===== config.mk =====
export PLATFORM = sky130hd
export DESIGN_NAME = rtcshf_top
export DESIGN_NICKNAME = d
export VERILOG_FILES = /design/src/design/rtcshf_pkg.sv /design/src/design/rtcshf_top.sv /design/src/design/rtcshf_sync2.sv /design/src/design/rtcshf_calib.sv
export VERILOG_INCLUDE_DIRS = /design/src /design/src/design
export SDC_FILE = /design/constraint.sdc
export NUM_CORES = 1
export LEC_CHECK = 0
export BUFFER_PORTS_ARGS = -buffer_cell sky130_fd_sc_hd__buf_2
export CORE_MARGIN = 1
export CORE_UTILIZATION = 58
export CTS_BUF_LIST = sky130_fd_sc_hd__clkbuf_4 sky130_fd_sc_hd__clkbuf_8
export DETAILED_ROUTE_END_ITERATION = 6
export GPL_ROUTABILITY_DRIVEN = 1
export PLACE_DENSITY = 0.9
export SLEW_MARGIN = 30
export SYNTH_ARGS = -nofsm -noshare
export SYNTH_HDL_FRONTEND = slang
export SYNTH_SLANG_ARGS = --single-unit

===== constraint.sdc =====
create_clock -name clk -period 5.8 [get_ports clk]
set_input_delay 0.58 -clock clk [delete_from_list [all_inputs] [get_ports clk]]
set_output_delay 0.58 -clock clk [all_outputs]
set_load 0.02 [all_outputs]

===== src/design/rtcshf_defines.svh =====
// Register map, field positions and reset values
`ifndef RTCSHF_DEFINES_SVH
`define RTCSHF_DEFINES_SVH

`define RTCSHF_OFF_KEY       8'h24
`define RTCSHF_OFF_CALIB     8'h28
`define RTCSHF_OFF_SHIFT     8'h2c
`define RTCSHF_OFF_TSTIME    8'h30
`define RTCSHF_OFF_TSDATE    8'h34

`define RTCSHF_RST_WORD      32'h0000_0000

`define RTCSHF_CAL_PLUS_BIT  15
`define RTCSHF_CAL_W8_BIT    14
`define RTCSHF_CAL_W16_BIT   13
`define RTCSHF_CAL_MASK_MSB  8
`define RTCSHF_SHF_ADD_BIT   31
`define RTCSHF_SHF_SUB_MSB   14
`define RTCSHF_KEY_MSB       7
`define RTCSHF_TIME_MSB      22
`define RTCSHF_DATE_MSB      15

`define RTCSHF_INSERT_PHASE  11'h400
`define RTCSHF_MASK_PHASE    11'h000

`endif


===== src/design/rtcshf_pkg.sv =====
// Types shared by the shift logic and the sub-second counter
package rtcshf_pkg;

	typedef enum logic [1:0]
	{
		SHF_IDLE,
		SHF_PEND,
		SHF_SETTLE
	} rtcshf_shift_t;

	typedef logic [15:0] rtcshf_ss_t;

endpackage : rtcshf_pkg


===== src/design/rtcshf_top.sv =====
// Register block for key, smooth calibration, time shift and timestamp capture
//
// Decided for this implementation: the strobed register port.
`timescale 1ns/1ps
`include "rtcshf_defines.svh"
module rtcshf_top
	import rtcshf_pkg::*;
(
	input  wire logic        clk,
	input  wire logic        ce,
	input  wire logic        rstn,
	input  wire logic [7:0]  addr,
	input  wire logic [31:0] wrData,
	input  wire logic        wrStb,
	input  wire logic        rdStb,
	output logic      [31:0] rdData,
	input  wire logic        writeUnlocked,
	input  wire logic        kernelClockPin,
	input  wire logic        tsEventPin,
	input  wire logic        tsFlagClear,
	input  wire logic [22:0] calTime,
	input  wire logic [15:0] calDate,
	input  wire logic [14:0] syncPrescalerDiv,
	output logic      [7:0]  keyByte,
	output logic             keyStrobe,
	output logic             secondTick,
	output logic             addSecondTick,
	output logic             shiftPendingFlag,
	output logic             shadowSyncFlag,
	output logic             timestampFlag,
	output logic      [15:0] subSecond
);

	// Backup-domain reset release; system reset does not reach this block
	logic [1:0]  rstPipe_r;
	wire         rstSyncN;

	logic        kSync;
	logic        tsSync;
	logic        kPrev_r;
	logic        tsPrev_r;
	wire         kStep;
	wire         tsEdge;

	logic        calibPlus_r;
	logic        cycle8s_r;
	logic        cycle16s_r;
	logic [8:0]  maskCnt_r;
	wire  [8:0]  maskCntEff;
	wire         cycle16Eff;
	logic [1:0]  stepCount;

	rtcshf_shift_t shState_r;
	rtcshf_shift_t shState_nxt;
	logic        pendAdd_r;
	logic [14:0] pendSub_r;
	rtcshf_ss_t  ss_r;
	rtcshf_ss_t  ss_nxt;
	rtcshf_ss_t  ssShifted;
	logic [16:0] step1;
	logic [16:0] step2;
	logic        tick_nxt;
	wire         applyShift;

	logic [22:0] tsTime_r;
	logic [15:0] tsDate_r;
	wire         tsFlag_nxt;

	logic [31:0] rdData_r;
	logic [31:0] rdMux;

	wire         selKey;
	wire         selCal;
	wire         selShift;
	wire         selTime;
	wire         selDate;
	wire         wrCal;
	wire         wrShift;

	always_ff @(posedge clk or negedge rstn)
	begin
		if (!rstn)
			rstPipe_r <= 2'b00;
		else
			rstPipe_r <= {rstPipe_r[0], 1'b1};
	end

	assign rstSyncN = rstPipe_r[1];

	rtcshf_sync2 u_kernelSync
	(
		.clk      (clk),
		.rstSyncN (rstSyncN),
		.d        (kernelClockPin),
		.q        (kSync)
	);

	rtcshf_sync2 u_tsSync
	(
		.clk      (clk),
		.rstSyncN (rstSyncN),
		.d        (tsEventPin),
		.q        (tsSync)
	);

	assign kStep  = kSync && !kPrev_r;
	assign tsEdge = tsSync && !tsPrev_r;

	always_ff @(posedge clk or negedge rstSyncN)
	begin
		if (!rstSyncN)
		begin
			kPrev_r  <= 1'b0;
			tsPrev_r <= 1'b0;
		end
		else if (ce)
		begin
			kPrev_r  <= kSync;
			tsPrev_r <= tsSync;
		end
	end

	// Address decode
	assign selKey   = addr == `RTCSHF_OFF_KEY;
	assign selCal   = addr == `RTCSHF_OFF_CALIB;
	assign selShift = addr == `RTCSHF_OFF_SHIFT;
	assign selTime  = addr == `RTCSHF_OFF_TSTIME;
	assign selDate  = addr == `RTCSHF_OFF_TSDATE;

	assign wrCal   = wrStb && selCal && writeUnlocked;
	assign wrShift = wrStb && selShift && writeUnlocked
	                 && (shState_r == SHF_IDLE);

	// Key byte goes out to the unlock logic and is never stored for readback
	always_ff @(posedge clk or negedge rstSyncN)
	begin
		if (!rstSyncN)
		begin
			keyByte   <= 8'h00;
			keyStrobe <= 1'b0;
		end
		else if (ce)
		begin
			keyStrobe <= wrStb && selKey;
			if (wrStb && selKey)
				keyByte <= wrData[`RTCSHF_KEY_MSB:0];
		end
	end

	// Calibration register
	always_ff @(posedge clk or negedge rstSyncN)
	begin
		if (!rstSyncN)
		begin
			calibPlus_r <= 1'b0;
			cycle8s_r   <= 1'b0;
			cycle16s_r  <= 1'b0;
			maskCnt_r   <= 9'h000;
		end
		else if (ce && wrCal)
		begin
			calibPlus_r <= wrData[`RTCSHF_CAL_PLUS_BIT];
			cycle8s_r   <= wrData[`RTCSHF_CAL_W8_BIT];
			cycle16s_r  <= wrData[`RTCSHF_CAL_W16_BIT];
			maskCnt_r   <= wrData[`RTCSHF_CAL_MASK_MSB:0];
		end
	end

	// Eight-second select wins if software breaks the exclusive-select rule
	assign cycle16Eff = cycle16s_r && !cycle8s_r;
	assign maskCntEff = cycle8s_r  ? {maskCnt_r[8:2], 2'b00} :
	                    cycle16Eff ? {maskCnt_r[8:1], 1'b0} :
	                    maskCnt_r;

	rtcshf_calib u_calib
	(
		.clk              (clk),
		.ce               (ce),
		.rstSyncN         (rstSyncN),
		.kStep            (kStep),
		.calibPlus        (calibPlus_r),
		.cycle8sSel       (cycle8s_r),
		.cycle16sSel      (cycle16Eff),
		.maskedPulseCount (maskCntEff),
		.stepCount        (stepCount)
	);

	// One prescaler step: returns {second boundary, next count}
	function automatic logic [16:0] ssStep
	(
		input rtcshf_ss_t  v,
		input logic [14:0] div
	);
		if (v == 16'h0000)
			ssStep = {1'b1, 1'b0, div};
		else
			ssStep = {1'b0, v - 16'h0001};
	endfunction : ssStep

	// Pending shift lands on the next kernel step, so count and shift stay atomic
	assign applyShift = (shState_r == SHF_PEND) && kStep;
	assign ssShifted  = applyShift ? ss_r + {1'b0, pendSub_r} : ss_r;

	always_comb
	begin
		step1    = ssStep(ssShifted, syncPrescalerDiv);
		step2    = ssStep(step1[15:0], syncPrescalerDiv);
		ss_nxt   = ssShifted;
		tick_nxt = 1'b0;
		case (stepCount)
			2'd1:
			begin
				ss_nxt   = step1[15:0];
				tick_nxt = step1[16];
			end
			2'd2:
			begin
				ss_nxt   = step2[15:0];
				tick_nxt = step1[16] || step2[16];
			end
			default:
			begin
				ss_nxt   = ssShifted;
				tick_nxt = 1'b0;
			end
		endcase
	end

	always_comb
	begin
		shState_nxt = shState_r;
		case (shState_r)
			SHF_IDLE:
				if (wrShift)
					shState_nxt = SHF_PEND;
			SHF_PEND:
				if (kStep)
					shState_nxt = SHF_SETTLE;
			SHF_SETTLE:
				if (kStep)
					shState_nxt = SHF_IDLE;
			default:
				shState_nxt = SHF_IDLE;
		endcase
	end

	always_ff @(posedge clk or negedge rstSyncN)
	begin
		if (!rstSyncN)
		begin
			shState_r      <= SHF_IDLE;
			pendAdd_r      <= 1'b0;
			pendSub_r      <= 15'h0000;
			ss_r           <= 16'h0000;
			secondTick     <= 1'b0;
			addSecondTick  <= 1'b0;
			shadowSyncFlag <= 1'b0;
		end
		else if (ce)
		begin
			shState_r     <= shState_nxt;
			ss_r          <= ss_nxt;
			secondTick    <= tick_nxt;
			addSecondTick <= applyShift && pendAdd_r;
			if (wrShift)
			begin
				pendAdd_r      <= wrData[`RTCSHF_SHF_ADD_BIT];
				pendSub_r      <= wrData[`RTCSHF_SHF_SUB_MSB:0];
				shadowSyncFlag <= 1'b0;
			end
			else if (shState_r == SHF_SETTLE && kStep)
				shadowSyncFlag <= 1'b1;
			else if (shState_r == SHF_IDLE && kStep)
				shadowSyncFlag <= 1'b1;
		end
	end

	assign shiftPendingFlag = shState_r != SHF_IDLE;
	assign subSecond        = ss_r;

	// Timestamp capture; a new event beats a clear in the same cycle
	assign tsFlag_nxt = tsEdge || (timestampFlag && !tsFlagClear);

	always_ff @(posedge clk or negedge rstSyncN)
	begin
		if (!rstSyncN)
		begin
			timestampFlag <= 1'b0;
			tsTime_r      <= 23'h000000;
			tsDate_r      <= 16'h0000;
		end
		else if (ce)
		begin
			timestampFlag <= tsFlag_nxt;
			if (tsEdge)
			begin
				tsTime_r <= calTime;
				tsDate_r <= calDate;
			end
			else if (tsFlagClear)
			begin
				tsTime_r <= 23'h000000;
				tsDate_r <= 16'h0000;
			end
		end
	end

	// Read mux; key and shift registers read as zero, reserved bits zero
	always_comb
	begin
		rdMux = `RTCSHF_RST_WORD;
		if (selCal)
		begin
			rdMux[`RTCSHF_CAL_PLUS_BIT]     = calibPlus_r;
			rdMux[`RTCSHF_CAL_W8_BIT]       = cycle8s_r;
			rdMux[`RTCSHF_CAL_W16_BIT]      = cycle16s_r;
			rdMux[`RTCSHF_CAL_MASK_MSB:0]   = maskCntEff;
		end
		else if (selTime)
			rdMux[`RTCSHF_TIME_MSB:0] = tsTime_r;
		else if (selDate)
			rdMux[`RTCSHF_DATE_MSB:0] = tsDate_r;
		else if (selKey || selShift)
			rdMux = `RTCSHF_RST_WORD;
		else
			rdMux = `RTCSHF_RST_WORD;
	end

	always_ff @(posedge clk or negedge rstSyncN)
	begin
		if (!rstSyncN)
			rdData_r <= `RTCSHF_RST_WORD;
		else if (ce)
			rdData_r <= rdStb ? rdMux : `RTCSHF_RST_WORD;
	end

	assign rdData = rdData_r;

endmodule : rtcshf_top


===== src/design/rtcshf_sync2.sv =====
// Two-flop synchroniser for a pin that arrives from outside the clock domain
`timescale 1ns/1ps
module rtcshf_sync2
(
	input  wire logic clk,
	input  wire logic rstSyncN,
	input  wire logic d,
	output logic      q
);

	logic meta_r;

	always_ff @(posedge clk or negedge rstSyncN)
	begin
		if (!rstSyncN)
		begin
			meta_r <= 1'b0;
			q      <= 1'b0;
		end
		else
		begin
			meta_r <= d;
			q      <= meta_r;
		end
	end

endmodule : rtcshf_sync2


===== src/design/rtcshf_calib.sv =====
// Smooth calibration: masks and inserts kernel pulses over an 8, 16 or 32 second cycle
`timescale 1ns/1ps
`include "rtcshf_defines.svh"
module rtcshf_calib
	import rtcshf_pkg::*;
(
	input  wire logic       clk,
	input  wire logic       ce,
	input  wire logic       rstSyncN,
	input  wire logic       kStep,
	input  wire logic       calibPlus,
	input  wire logic       cycle8sSel,
	input  wire logic       cycle16sSel,
	input  wire logic [8:0] maskedPulseCount,
	output logic      [1:0] stepCount
);

	logic [19:0] cyc_r;
	logic [8:0]  rev32;
	logic [7:0]  rev16;
	logic [6:0]  rev8;
	wire         maskSlot;
	wire         insertSlot;
	wire         maskHit;

	// Bit-reversed slot index spreads masked pulses evenly across the cycle
	always_comb
	begin
		for (int i = 0; i < 9; i++)
			rev32[i] = cyc_r[19 - i];
		for (int i = 0; i < 8; i++)
			rev16[i] = cyc_r[18 - i];
		for (int i = 0; i < 7; i++)
			rev8[i] = cyc_r[17 - i];
	end

	assign maskSlot   = cyc_r[10:0] == `RTCSHF_MASK_PHASE;
	assign insertSlot = cyc_r[10:0] == `RTCSHF_INSERT_PHASE;
	assign maskHit    = cycle8sSel  ? (rev8  < maskedPulseCount[8:2]) :
	                    cycle16sSel ? (rev16 < maskedPulseCount[8:1]) :
	                    (rev32 < maskedPulseCount);

	// Net per 2^20 pulses: 512 inserted when plus bit set, minus the mask count
	assign stepCount = !kStep ? 2'd0 :
	                   (maskSlot && maskHit) ? 2'd0 :
	                   (insertSlot && calibPlus) ? 2'd2 : 2'd1;

	always_ff @(posedge clk or negedge rstSyncN)
	begin
		if (!rstSyncN)
			cyc_r <= 20'h00000;
		else if (ce && kStep)
			cyc_r <= cyc_r + 20'h00001;
	end

endmodule : rtcshf_calib


### Word level (Yosys, flattened, before mapping)

Index checks and enable logic that the tools add are counted.
W data, S select, Z words.

* $lt $le $gt $ge: 3
* bitwise logic cells: 0
* equal/unequal tests: 13
* reductions and logical operators: 36
* divide/modulo/power cells: 0
* shifts and indexed selects: 0
* $add $sub $neg: 4
* mux-type cells: 30
* $mul: 0

Operators with widths (number)
* $mux W23: 3
* $mux W16: 4
* $eq A8 B6 Y1 const B: 5
* $mux W17: 2
* $logic_not A16 Y1: 2
* $mux W32: 1
* $pmux W16 S2: 1
* $sub A16 B1 Y16 const B: 2
* $add A20 B1 Y20 const B: 1
* $logic_and A1 B1 Y1: 18
* $add A16 B15 Y16: 1
* $mux W2: 7
* $eq A11 B11 Y1 const B: 1
* $logic_not A11 Y1: 1
* $lt A9 B9 Y1: 1
* $mux W9: 1
* $lt A8 B8 Y1: 1
* $reduce_and A2 Y1: 4
* $lt A7 B7 Y1: 1
* $mux W7: 1
* $mux W1: 6
* $ne A2 B2 Y1 const B: 3
* $pmux W2 S3: 1
* $eq A2 B1 Y1 const B: 2
* 10 further kinds: 16

* output and inout bits: 62
* bits in latches: 0
* flip-flop bits (word level): 158
* RAM bits: 0
* memory bits (read-only): 0
* memories: 0

### Depth between registers and ports, before layout

* depth after elaboration: 12
* depth in mapped cells: 27
* depth with buffers taken out: 22

### Hierarchy

From an unflattened synthesis, not the netlist that was laid out.

* cells, all modules: 922
* area total of the unflattened synthesis: 9083.7 um^2

Modules (own cells, without submodules)
* rtcshf_top: area each 7742.4 um^2, times used 1, cells each 795
* rtcshf_calib: area each 1241.2 um^2, times used 1, cells each 123
* rtcshf_sync2: area each 50.0 um^2, times used 2, cells each 2

### Worst setup path before layout

Ideal clock, no wire load.

* kind: flip-flop to flip-flop
* from: register shState_r[0]
* to: register ss_r[6] (netlist: subSecond[6])
* required time: 5.672 ns
* path buffers: 6
* clock period less this slack: 5.785 ns
* setup time: 0.128 ns
* arrival: 5.657 ns
* cell stages (with the launch flop): 27
* setup slack: 0.015 ns
* path through: dfrtp_1 > nand4bb_1 > buf_2 > buf_2 > buf_6 > clkbuf_1 > nor2_1 > a21oi_1 > ha_1 > nor4b_1 > a31oi_1 > nor3_4 > nand3_1 > nor3_1 > clkbuf_1 > nor2_1 > a21oi_1 > ha_1 > nand3_1 > nor3_1 > or4b_1 > a2bb2oi_2 > o211ai_1 > nor3_2 > buf_4 > mux2i_1 > o22ai_1

* cells in the longest elaborated chain, start to end: 8
* elaborated cells on any way between the ends: 10
* classes of those cells: add/sub (2); eq/ne (1); mux (4); reduce/logical (3)

Ends and longest elaborated chain
* start: declaration: line rtcshf_top.sv:53 `rtcshf_shift_t shState_r;`
* start signal: assignment: line rtcshf_top.sv:261 `shState_r <= shState_nxt;`
* $eq A2 B1 Y1 *: line rtcshf_top.sv:201 `assign applyShift = (shState_r == SHF_PEND) && kStep;`
* $logic_and A1 B1 Y1 *: line rtcshf_top.sv:201
* $mux W16 *: line rtcshf_top.sv:202 `assign ssShifted = applyShift ? ss_r + {1'b0, pendSub_r} : ss_r;`
* $sub A16 B1 Y16 / $logic_not A16 Y1 (equally long branches): line rtcshf_top.sv:197, rtcshf_top.sv:194
* $mux W17: line rtcshf_top.sv:194 `if (v == 16'h0000)`
* $sub A16 B1 Y16 / $logic_not A16 Y1 (equally long branches): line rtcshf_top.sv:197, rtcshf_top.sv:194
* $mux W17: line rtcshf_top.sv:194
* $pmux W16 S2 *: line rtcshf_top.sv:210 `case (stepCount)`
* end signal: assignment: line rtcshf_top.sv:262 `ss_r <= ss_nxt;`
* end: declaration: line rtcshf_top.sv:57 `rtcshf_ss_t ss_r;`

Every way passes the cells marked *; elsewhere a longest branch is shown, timed or not.
A chain may end at the register's enable or synchronous reset.

### Worst setup path after layout

* from: register ss_r[0] (netlist: subSecond[0])
* to: register ss_r[12] (netlist: subSecond[12])

* cells in the longest elaborated chain, start to end: 7
* elaborated cells on any way between the ends: 9
* classes of those cells: add/sub (3); mux (4); reduce/logical (2)

Ends and longest elaborated chain (line)
* $add A16 B15 Y16: rtcshf_top.sv:202
* $mux W16 *: rtcshf_top.sv:202
* $sub A16 B1 Y16 / $logic_not A16 Y1 (equally long branches): rtcshf_top.sv:197, rtcshf_top.sv:194
* $mux W17: rtcshf_top.sv:194
* $sub A16 B1 Y16 / $logic_not A16 Y1 (equally long branches): rtcshf_top.sv:197, rtcshf_top.sv:194
* $mux W17: rtcshf_top.sv:194
* $pmux W16 S2 *: rtcshf_top.sv:210

Marked as above.

==> flow_metrics.tcl <==
set metrics [dict create \
    outcome "finished, final reports clean" \
    power_density_nw_per_um2 326.1 \
    core-area_um2 15150 \
    syn_inst 901 \
    ios 165 \
    clock.fmax_mhz 179.5 \
    crit_arrival_ps 5970 \
    wl_um 25140 \
    slew_viol_final 0 \
    synth_edf_count 0 \
    synth_top_cells_by_count "dfrtp_1, nand2_1, nor2_1" \
    grt_pass1_wl_um 40210 \
    drc 0 \
    wl_per_cell_um 20.17 \
    yosysTopAreaCell "dfrtp_1" \
    synth-seq-cells 149 \
    die_w_um 126.2 \
    crit_path_top_delay_cell "or3_1" \
    antenna_found_initial 1 \
    ir_drop_v 0.0002338 \
    p_leak_nw 4.909 \
    cts_max_level 4 \
    grt.total_usage 0.3236 \
    worst_pin_slew_ps 733.1 \
    cts_tree "done" \
    drt-initial-drc-count 955 \
    synth_most_common_cell "dfrtp_1" \
    min_to "u_kernelSync.meta_r$_DFF_PN0_" \
    cts_sinks 149 \
    setup_viol 0 \
    syn_area_um2 8951 \
    hpwl_um 17430 \
    hold_violations 0 \
    maxCapViolCount 0 \
    critPathKind "flop to flop" \
    critPathBufInv 2 \
    dieHeight_um 126.2 \
    area_growth_pct 16.19 \
    insertion_delay_ps 470 \
    grt_pass1_vias 7893 \
    synth_area_leaders "dfrtp_1, mux2_2, a22o_1" \
    grt_max_degree 79 \
    startpoint_type "flop" \
    clock_skew_ps 13.73 \
    hold_path_depth 1 \
    fin_hold_ws_ps 217.6 \
    firstDrtPassIters 5 \
    slowest_delay_ps 480 \
    clk_pin_slew_ps 90 \
    root_buffer "clkbuf_8" \
    row_count 45 \
    total_power_mw 3.392 \
    synth.distinct_cells 91 \
    r2r_end "subSecond[12]$_DFFE_PN0P_" \
    grt_overflow 0 \
    routed_via_density 6.572 \
    post-route-period-util 0.9606 \
    avgSynthCellArea_um2 9.935 \
    synthFlopType "dfrtp_1" \
    yosysSeqAreaShare 0.4166 \
    ff2ff_setup_slack_ps 230 \
    crit_required_ps 6200 \
    synthArstFlopShare 1.000 \
    end_kind "flop" \
    final_layout_size_suffix_gt1_frac 0.2706 \
    fillers 1107 \
    critical_path.cell_chain "ha_1, inv_1, fa_1, nand2b_1, a21oi_1, o21ai_1, o2111a_1, a211oi_2, nand4_1, or3_1, o21ai_1, ha_1, nand3_1, nor3_1, or4b_1, a2bb2oi_2, o211ai_1, buf_4, or4_1, o211a_1, o2bb2ai_1" \
    max-clock-path-buffers 2 \
    hold_path_class "input pin to flop" \
    gp_congestion 0.9335 \
    initial_utilization 0.5910 \
    r2r_start "subSecond[0]$_DFFE_PN0P_" \
    final_nets 1179 \
    min-delay-start "kernelClockPin" \
    synthDominantCellAreaShare 0.4166 \
    vias 8189 \
    ys_warn_count 0 \
    period_needed_ps 5572 \
    slew_headroom 0.5092 \
    ant_nets 0 \
    cts_buffers 17 \
    critPathMaxFanout 5 \
    crit_family "simple AND/OR/NAND/NOR gates" \
    port_buffers 140 \
    die-area_um2 15930 \
    r2r.worst_path.cells 21 \
]
## repair_timing
item / CTS / global route
hold buffers: 1 / 0
endpoints found under the hold margin: 2 / 0
gates resized for setup: 0 / 5
endpoints found under the setup margin: 0 / 15
buffers inserted: 0 / 4
## worst max path at each step
stage	startpoint	endpoint	depth (start not counted)
2_1_floorplan	shState_r[0]$_DFFE_PN0P_	subSecond[6]$_DFFE_PN0P_	26
3_3_place_gp	subSecond[0]$_DFFE_PN0P_	subSecond[0]$_DFFE_PN0P_	22
3_5_place_dp	subSecond[0]$_DFFE_PN0P_	subSecond[0]$_DFFE_PN0P_	21
4_1_cts	subSecond[0]$_DFFE_PN0P_	subSecond[0]$_DFFE_PN0P_	21
5_1_grt	subSecond[0]$_DFFE_PN0P_	subSecond[0]$_DFFE_PN0P_	22
6_report	subSecond[0]$_DFFE_PN0P_	subSecond[12]$_DFFE_PN0P_	21
## cell families after synthesis
family                   synth area share
adder cells (fa/ha/maj)           0.04557
other                           0.0008390
flip-flops                         0.4166
XOR/XNOR                          0.03523
buffers and inverters             0.04082
multiplexers                      0.07688
AND/OR/NAND/NOR                    0.1647
AO/OA/AOI/OAI                      0.2195
## worst reg2reg max path, cell delays in order (launching register included)
cell	delay, ps
dfrtp_2	410
ha_1	170
inv_1	50
fa_1	410
nand2b_1	240
a21oi_1	230
o21ai_1	190
o2111a_1	310
a211oi_2	270
nand4_1	260
or3_1	480
o21ai_1	190
ha_1	200
nand3_1	120
nor3_1	170
or4b_1	470
a2bb2oi_2	190
o211ai_1	170
buf_4	170
or4_1	400
o211a_1	250
o2bb2ai_1	140
## per-stage QoR
| step | cell area, µm² | std cells | TNS, ps | utilization | worst slack [ps] |
|---|---|---|---|---|---|
| after floorplan | 8981 | 909 | 0 | - | 15.35 |
| after detailed placement | 9881 | 1206 | 0 | 0.6524 | 160.6 |
| after CTS | 10320 | 1239 | 0 | 0.6813 | 102.5 |
| after global placement | 9863 | 1206 | 0 | 0.6512 | 323.2 |
| after global routing | 10400 | 1246 | -40.78 | 0.6867 | -20.69 |
| final | 10400 | 1246 | 0 | 0.6867 | 228.3 |
## per-layer routing
layer | vias to the layer above | track usage | part of all wire
met4 | 0 | 0.1566 | 0.039
met5 | - | 0 | 0
met1 | 4022 | 0.4287 | 0.42
met2 | 421 | 0.5093 | 0.47
li1 | 3654 | - | -
met3 | 92 | 0.06542 | 0.067
## state kept, by name, indices dropped and copies added (netlist names), 2 cells and up
signal / cells
rdData: 23
tsTime_r: 23
u_calib.cyc_r: 20
subSecond: 16
tsDate_r: 16
pendSub_r: 15
maskCnt_r: 9
keyByte: 8
rstPipe_r: 2
shState_r: 2
## where the power goes
group | switching, mW | leakage, nW | internal (mW)
Clock | 0.448 | 0.216 | 0.443
Combinational | 0.751 | 2.75 | 0.470
Sequential | 0.140 | 1.94 | 1.14
## cell type report
type                       instances  area (µm²)  area share
clock inverter                    14       186.4     0.01793
timing repair buffer             171       968.4     0.09312
clock buffer                      18       241.5     0.02322
sequential                       149        3734      0.3590
antenna                            1       2.502   0.0002406
tap                              188       235.2     0.02262
multi-input combinational        680        4938      0.4749
inverter                          25       93.84    0.009023
## cells in the final DEF (no fill, tap or decap), types with 24 or more instances in the layout
| cell | n |
|---|---|
| nor2_1 | 49 |
| buf_4 | 26 |
| dfrtp_1 | 147 |
| ha_1 | 30 |
| o21ai_0 | 31 |
| buf_2 | 140 |
| a21oi_1 | 46 |
| inv_1 | 24 |
| mux2_2 | 46 |
| a22o_1 | 46 |
| nand2_1 | 80 |
| xnor2_1 | 28 |
(Power assumes the default switching activity.)
